## src/hw/pwrs_params.svh

```systemverilog
`ifndef PWRS_PARAMS_SVH
`define PWRS_PARAMS_SVH

// register offset (byte address on the plain register port)
`define PWRS_CTL_ADDR      8'h20
// field positions inside the control register
`define PWRS_BIT_WSTS0     0
`define PWRS_BIT_WSTS1     1
`define PWRS_BIT_EDEN      2
`define PWRS_BIT_LANEN     3
`define PWRS_BIT_PHYRST    4
`define PWRS_BIT_RCLREN    8
`define PWRS_BIT_RCLRSTS   9
// reset values
`define PWRS_RST_RCLREN    1'b1
`define PWRS_RST_RCLRSTS   1'b0
// timing
`define PWRS_CLK_HZ        50000000
`define PWRS_HOLD_US       2000
`define PWRS_HOLD_CYC      ((`PWRS_CLK_HZ / 1000000) * `PWRS_HOLD_US)

`endif

```

## src/hw/pwrs_pkg.sv

```systemverilog
package pwrs_pkg;

    // register port request
    typedef struct packed {
        logic [7:0]  addr;
        logic [31:0] wdata;
        logic        wr;
        logic        rd;
    } pwrs_req_t;

    // phy reset sequencer states
    typedef enum logic [1:0] {
        PR_IDLE = 2'b00,
        PR_HOLD = 2'b01,
        PR_REL  = 2'b10
    } pwrs_rst_state_t;

    // wake sources and resume events from the suspend logic
    typedef struct packed {
        logic lanWake;       // wake on lan detected
        logic energyWake;    // energy detected on line
        logic resumeDone;    // resume sequence completed
        logic resumeRemote;  // that resume was remote started
    } pwrs_wake_t;

endpackage : pwrs_pkg

```

## src/hw/pwrs_ctl.sv

```systemverilog
// Function
// - phy held in reset at least 2 ms
// - reset request bit self-clears, resets to zero
// - writes to request bit ignored while set
// - usb transfers answered nak during reset
// - bit 3 enables lan wake source
// - bit 2 enables energy detect wake
// - remote resume clears enables when control bit set
// - two-bit wake cause field, resets zero
// - status bits set and cleared independently
// - write one clears status bit
// - low status bit means energy detect wake
// - only remote-started resume clears enables
// - resume clears high status when enabled
`include "pwrs_params.svh"

module pwrs_ctl
    import pwrs_pkg::*;
#(
    parameter int HOLD_CYC = `PWRS_HOLD_CYC
) (
    input  wire logic       mclk,        // 50 MHz system clock
    input  wire logic       rst,         // async reset, active high
    input  wire logic [7:0] addr,        // register byte address
    input  wire logic [31:0] wdata,      // write data
    input  wire logic       wr,          // write strobe
    input  wire logic       rd,          // read strobe
    output logic [31:0]     rdata,       // read data, cycle after rd
    input  wire logic       lanWake,     // lan wake event, async
    input  wire logic       energyWake,  // energy detect event, async
    input  wire logic       resumeDone,  // resume complete pulse
    input  wire logic       resumeRemote, // resume was remote started
    output logic            phyRst,      // phy reset, active high
    output logic            usbNak,      // nak all usb transfers
    output logic            lanWakeEn,   // lan wake enable
    output logic            edWakeEn     // energy detect wake enable
);

    pwrs_req_t  req;        // bundled register request
    pwrs_wake_t wk;         // bundled wake inputs

    logic [1:0] lanSyncQ;   // two-stage synchroniser, lan wake
    logic [1:0] edSyncQ;    // two-stage synchroniser, energy
    logic       lanEnQ, lanEnD;
    logic       edEnQ, edEnD;
    logic [1:0] stsQ, stsD;        // wake cause status
    logic       rclrEnQ, rclrEnD;  // resume clears enables
    logic       rclrStsQ, rclrStsD; // resume clears status
    logic [31:0] rdataQ, rdataD;
    logic       nakQ;
    logic       phyQ;
    logic       rstBusy;    // request bit as read
    logic       phyRaw;     // reset from sequencer
    logic       rstStart;   // accepted request pulse
    logic       ctlWr;      // write hits control register

    assign req = '{addr: addr, wdata: wdata, wr: wr, rd: rd};
    assign wk  = '{lanWake: lanSyncQ[1], energyWake: edSyncQ[1],
                   resumeDone: resumeDone, resumeRemote: resumeRemote};

    // single decode point for the one register
    function automatic logic hit(input logic [7:0] a);
        hit = (a == `PWRS_CTL_ADDR);
    endfunction : hit

    assign ctlWr    = req.wr && hit(req.addr);
    // a set request while busy is dropped, not queued
    assign rstStart = ctlWr && req.wdata[`PWRS_BIT_PHYRST] && !rstBusy;

    // phy reset sequencer
    pwrs_phy_reset #(
        .HOLD_CYC (HOLD_CYC)
    ) u_phy_reset (
        .mclk   (mclk),
        .rst    (rst),
        .start  (rstStart),
        .busy   (rstBusy),
        .phyRst (phyRaw)
    );

    // synchronise asynchronous wake sources
    always_ff @(posedge mclk or posedge rst) begin
        if (rst) begin
            lanSyncQ <= 2'h0;
            edSyncQ  <= 2'h0;
        end else begin
            lanSyncQ <= {lanSyncQ[0], lanWake};
            edSyncQ  <= {edSyncQ[0], energyWake};
        end
    end

    // next values for the control and status fields
    always_comb begin
        lanEnD   = lanEnQ;
        edEnD    = edEnQ;
        stsD     = stsQ;
        rclrEnD  = rclrEnQ;
        rclrStsD = rclrStsQ;
        // software writes first; hardware events below take priority
        if (ctlWr) begin
            lanEnD   = req.wdata[`PWRS_BIT_LANEN];
            edEnD    = req.wdata[`PWRS_BIT_EDEN];
            rclrEnD  = req.wdata[`PWRS_BIT_RCLREN];
            rclrStsD = req.wdata[`PWRS_BIT_RCLRSTS];
            // write one clears, zero leaves alone, per bit
            if (req.wdata[`PWRS_BIT_WSTS0]) begin
                stsD[0] = 1'b0;
            end
            if (req.wdata[`PWRS_BIT_WSTS1]) begin
                stsD[1] = 1'b0;
            end
        end
        // resume completion actions
        if (wk.resumeDone) begin
            // host-started resume leaves enables intact
            if (rclrEnQ && wk.resumeRemote) begin
                lanEnD = 1'b0;
                edEnD  = 1'b0;
            end
            if (rclrStsQ) begin
                stsD[1] = 1'b0;
            end
        end
        // wake events set status; set wins over any clear
        if (wk.energyWake && edEnQ) begin
            stsD[0] = 1'b1;
        end
        if (wk.lanWake && lanEnQ) begin
            stsD[1] = 1'b1;
        end
    end

    // readback mux, answered one cycle after the strobe
    always_comb begin
        rdataD = 32'h0000_0000;
        if (req.rd) begin
            if (hit(req.addr)) begin
                rdataD[`PWRS_BIT_WSTS1:`PWRS_BIT_WSTS0] = stsQ;
                rdataD[`PWRS_BIT_EDEN]    = edEnQ;
                rdataD[`PWRS_BIT_LANEN]   = lanEnQ;
                rdataD[`PWRS_BIT_PHYRST]  = rstBusy;
                rdataD[`PWRS_BIT_RCLREN]  = rclrEnQ;
                rdataD[`PWRS_BIT_RCLRSTS] = rclrStsQ;
            end else begin
                rdataD = 32'h0000_0000;   // unmapped reads zero
            end
        end
    end

    // register stage for fields, readback and outputs
    always_ff @(posedge mclk or posedge rst) begin
        if (rst) begin
            lanEnQ   <= 1'b0;
            edEnQ    <= 1'b0;
            stsQ     <= 2'h0;
            rclrEnQ  <= `PWRS_RST_RCLREN;
            rclrStsQ <= `PWRS_RST_RCLRSTS;
            rdataQ   <= 32'h0000_0000;
            nakQ     <= 1'b0;
            phyQ     <= 1'b0;
        end else begin
            lanEnQ   <= lanEnD;
            edEnQ    <= edEnD;
            stsQ     <= stsD;
            rclrEnQ  <= rclrEnD;
            rclrStsQ <= rclrStsD;
            rdataQ   <= rdataD;
            // nak covers the whole time the request bit is set
            nakQ     <= rstStart | (rstBusy & ~(phyQ & ~phyRaw)) | phyRaw;
            phyQ     <= phyRaw | rstStart;
        end
    end

    assign rdata     = rdataQ;
    assign usbNak    = nakQ;
    assign phyRst    = phyQ;
    assign lanWakeEn = lanEnQ;
    assign edWakeEn  = edEnQ;

endmodule : pwrs_ctl

```

## src/hw/pwrs_phy_reset.sv

```systemverilog
`include "pwrs_params.svh"

module pwrs_phy_reset
    import pwrs_pkg::*;
#(
    parameter int HOLD_CYC = `PWRS_HOLD_CYC
) (
    input  wire logic mclk,     // system clock
    input  wire logic rst,      // async reset
    input  wire logic start,    // one-cycle request
    output logic      busy,     // request bit view
    output logic      phyRst    // reset to phy
);

    localparam int CW = $clog2(HOLD_CYC + 1);

    pwrs_rst_state_t stateQ, stateD;  // sequencer state
    logic [CW-1:0]   cntQ, cntD;      // hold counter
    logic            busyQ, busyD;
    logic            phyQ, phyD;

    // next state: hold for full count, then release one cycle
    always_comb begin
        stateD = stateQ;
        cntD   = cntQ;
        busyD  = busyQ;
        phyD   = phyQ;
        case (stateQ)
            PR_IDLE: begin
                if (start) begin
                    stateD = PR_HOLD;
                    cntD   = CW'(HOLD_CYC - 1);
                    busyD  = 1'b1;
                    phyD   = 1'b1;
                end
            end
            PR_HOLD: begin
                // counting down keeps phy reset high at least the hold time
                if (cntQ == '0) begin
                    stateD = PR_REL;
                    phyD   = 1'b0;
                end else begin
                    cntD = cntQ - CW'(1);
                end
            end
            PR_REL: begin
                // bit drops only after phy has been released
                stateD = PR_IDLE;
                busyD  = 1'b0;
            end
            default: begin
                stateD = PR_IDLE;
            end
        endcase
    end

    // registers
    always_ff @(posedge mclk or posedge rst) begin
        if (rst) begin
            stateQ <= PR_IDLE;
            cntQ   <= '0;
            busyQ  <= 1'b0;
            phyQ   <= 1'b0;
        end else begin
            stateQ <= stateD;
            cntQ   <= cntD;
            busyQ  <= busyD;
            phyQ   <= phyD;
        end
    end

    assign busy   = busyQ;
    assign phyRst = phyQ;

endmodule : pwrs_phy_reset

```

## config.mk

```make
export PLATFORM = sky130hd
export DESIGN_NAME = pwrs_ctl
export DESIGN_NICKNAME = d
export VERILOG_FILES = /design/src/hw/pwrs_pkg.sv /design/src/hw/pwrs_ctl.sv /design/src/hw/pwrs_phy_reset.sv
export VERILOG_INCLUDE_DIRS = /design/src /design/src/hw
export SDC_FILE = /design/constraint.sdc
export NUM_CORES = 1
export LEC_CHECK = 0
export ABC_AREA = 1
export BUFFER_PORTS_ARGS = -buffer_cell sky130_fd_sc_hd__buf_2
export CORE_MARGIN = 2
export CORE_UTILIZATION = 45
export CTS_CLUSTER_SIZE = 20
export DETAILED_ROUTE_END_ITERATION = 8
export PLACE_DENSITY = 0.77
export SLEW_MARGIN = 20
export SYNTH_ARGS = -nofsm -noshare
export SYNTH_HDL_FRONTEND = slang
export SYNTH_HIERARCHICAL = 1
export SYNTH_SLANG_ARGS = --single-unit
```

## constraint.sdc

```tcl
create_clock -name mclk -period 1.4 [get_ports mclk]
set_input_delay 0.14 -clock mclk [delete_from_list [all_inputs] [get_ports mclk]]
set_output_delay 0.14 -clock mclk [all_outputs]
set_load 0.1 [all_outputs]
```

==> flow_summary.toml <==
[status]
run_status = "finished, violations left"
violations = "setup timing"

[logic_synthesis]
ys_ff_latch = 40
synth_top_area_share_pct = 42.6
synth_area_per_cell_um2 = 7.46
synth_edf_count = 0
netlist_instances = 307
yosysUniqueCellTypes = 25
synthTopCellsByArea = "dfrtp_1 (43%), nand2_1 (15%), buf_4 (8.5%)"
synth_warnings = 6
syn_area_um2 = 2290
yosys.area.top_type = "dfrtp_1"
ys_seq_area_share_pct = 43.8
async_reset_ff_share_pct = 100
ys.flop_type = "dfrtp_1"

[global_routing]
grt_pass1_wl_um = 8460
first_global_vias = 1955
track_usage_pct = 19.7
grt.overflow.total = 0
grt_max_degree = 22
antenna_found_initial = 0

[critical_path]
endpoint_kind = "flop"
cp_cell_sequence = "inv_2 -> ha_4 -> nand2_4 -> nor2_4 -> nand3_4 -> nand2_8 -> nand2_8 -> nand2_1 -> nand2_1"
arrival_ns = 1.60
worstReg2RegEnd = "u_phy_reset/cntQ[5]$_DFFE_PP0P_"
reg2reg_depth = 9
critPathSlowestCell = "dfrtp_1"
path_class = "flop to flop"
r2r_slack_ns = -0.01
critPathMaxFanout = 9
cpPeakStageDelay_ns = 0.39
cp.required_ns = 1.59
rr_startpoint = "u_phy_reset/cntQ[0]$_DFFE_PP0P_"
crit_start = "u_phy_reset/cntQ[0]$_DFFE_PP0P_"
critPathLaunchType = "flop"

[final_layout]
multiInputGateArea_um2 = 1150
ff_latch_area_um2 = 1000
drive_gt1_share_pct = 31.8
fin_cells = 447
layout_common_cells = "nand2_1 (86), dfrtp_1 (38), inv_1 (33), buf_2 (33), nand3_1 (32)"
area_growth_pct = 28.3
final_util_pct = 61.0
layout_commonest_cell = "nand2_1"
n_fill_cell = 432
fin_nets = 428
n_antenna_cell = 0
design_area_um2 = 2940

[sta]
period_needed_ns = 1.41
hold_ws_ns = 0.0585
finalCritPeriodShare_pct = 101
rsz0062_at_grt = "yes"
final.setup.tns_ns = -0.0217
setup_violations = 6
finClkSkew_ns = 0.00619
final.setup.worst_slack_ns = -0.00991
max_freq_ghz = 0.709
final_max_slew_viol_count = 0
hold_viol_final = 0

[detailed_routing]
dr.pass1.iters = 4
drc_errors = 0
antenna_left = 0
wl_per_cell_um = 11.1
wl_um = 4950
vias_per_cell = 4.60
drtIter0Drc = 136
via_count = 2056

[floorplanning]
dieArea_um2 = 5670
die_h_um = 75.3
start_util_pct = 47.5
rows = 25
io_pins = 84
core_area_um2 = 4820
die_x_um = 75.3

[clock_network]
cts_tree = "yes"
cts_buffers = 5
cts-root-buf = "clkbuf_8"
cts.sinks = 40
clock_path_buffers = 2
clkTransAtPathRegs_ns = 0.08
clock_latency_ns = 0.30
cts-htree-levels = 2

[min_path]
hp-start = "wdata[8]"
hold_depth = 3
worstHoldPathType = "input pin to flop"
whs_endpoint = "rclrEnQ$_DFFE_PP1N_"

[placed_design]
place_congestion = 0.870
dp.cells = 432
placed_cell_area_um2 = 2660
hpwlAfterDp_um = 3390
place_ws_ns = -0.0235
portBuffers = 33

[power_and_ir_drop]
leakagePower_nw = 1.72
vdd_drop_max_v = 0.000615
power_mw = 3.41
power_density_nw_per_um2 = 1160

[run]
cap_violations = 0
## Yosys cell counts (2+ instances only)
cell,n
nand3_1,35
nor2_4,2
nor2_1,43
nand3_2,3
dfrtp_1,39
nand2_1,92
buf_4,26
xnor2_1,2
nor2_2,5
nand2_4,3
o21ai_0,4
inv_1,35
nand3b_1,3
or2_2,4
## per-layer routing
metal	global-route usage (%)	share of wire (%)	vias to the layer above
met5	0	0	-
met4	9.75	2.3	0
met3	3.17	4.3	14
met2	32.8	49	61
met1	24.9	44	951
li1	-	-	1030
## flip-flops by register name (all words and copies together) (netlist names)
signal	flops
usbNak	1
u_phy_reset/busy	1
u_phy_reset/phyRst	1
stsQ	2
u_phy_reset/cntQ	17
rclrStsQ	1
rdata	7
edSyncQ	2
rclrEnQ	1
phyRst	1
lanWakeEn	1
edWakeEn	1
u_phy_reset/stateQ	2
lanSyncQ	2
## what timing repair did
action                                 CTS  global route
setup endpoints to repair               16            19
cloned                                   2             0
hold buffers                             3             0
endpoints found under the hold margin   41             0
pin swaps                                2             0
setup buffers                            1             1
resized for setup                        6            25
## critical path: cells and delay by family, from the launching register on
family        cells  cell delay, ns
fa+ha+maj         1            0.16
buf+inv           1            0.09
flops             1            0.39
simple gates      7            0.66
## kinds of logic after synthesis
kind of cell | share of synthesized area (%)
flops | 43.8
buf+inv | 15.3
xor+xnor | 0.765
fa+ha+maj | 0.546
other cells | 0.164
simple gates | 38.4
compound gates | 1.09
## how the worst max path moves through the flow
stage / to / slack (ns) / cells after the start
CTS: u_phy_reset/cntQ[15]$_DFFE_PP0P_ / 0.002 / 9
finish: u_phy_reset/cntQ[5]$_DFFE_PP0P_ / -0.01 / 9
global route: u_phy_reset/cntQ[15]$_DFFE_PP0P_ / -0.11 / 8
global placement: u_phy_reset/cntQ[5]$_DFFE_PP0P_ / 0.008 / 8
floorplan: u_phy_reset/cntQ[2]$_DFFE_PP0P_ / -0.03 / 10
detailed placement: u_phy_reset/cntQ[5]$_DFFE_PP0P_ / -0.02 / 9
## area by class of cell
type / instances / area share (%)
Multi-Input combinational cell: 227 / 39.1
Clock buffer: 5 / 2.34
Clock inverter: 3 / 1.58
Inverter: 36 / 4.60
Sequential cell: 40 / 34.2
Timing Repair Buffer: 69 / 15.3
Tap cell: 67 / 2.85
## report_power, final
| part | total [mW] | switching [mW] | internal, mW |
|---|---|---|---|
| Clock | 0.975 | 0.437 | 0.537 |
| Combinational | 1.19 | 0.850 | 0.338 |
| Sequential | 1.25 | 0.0394 | 1.21 |
| Total | 3.41 | 1.33 | 2.09 |
Power figures use the tool's default switching activity.
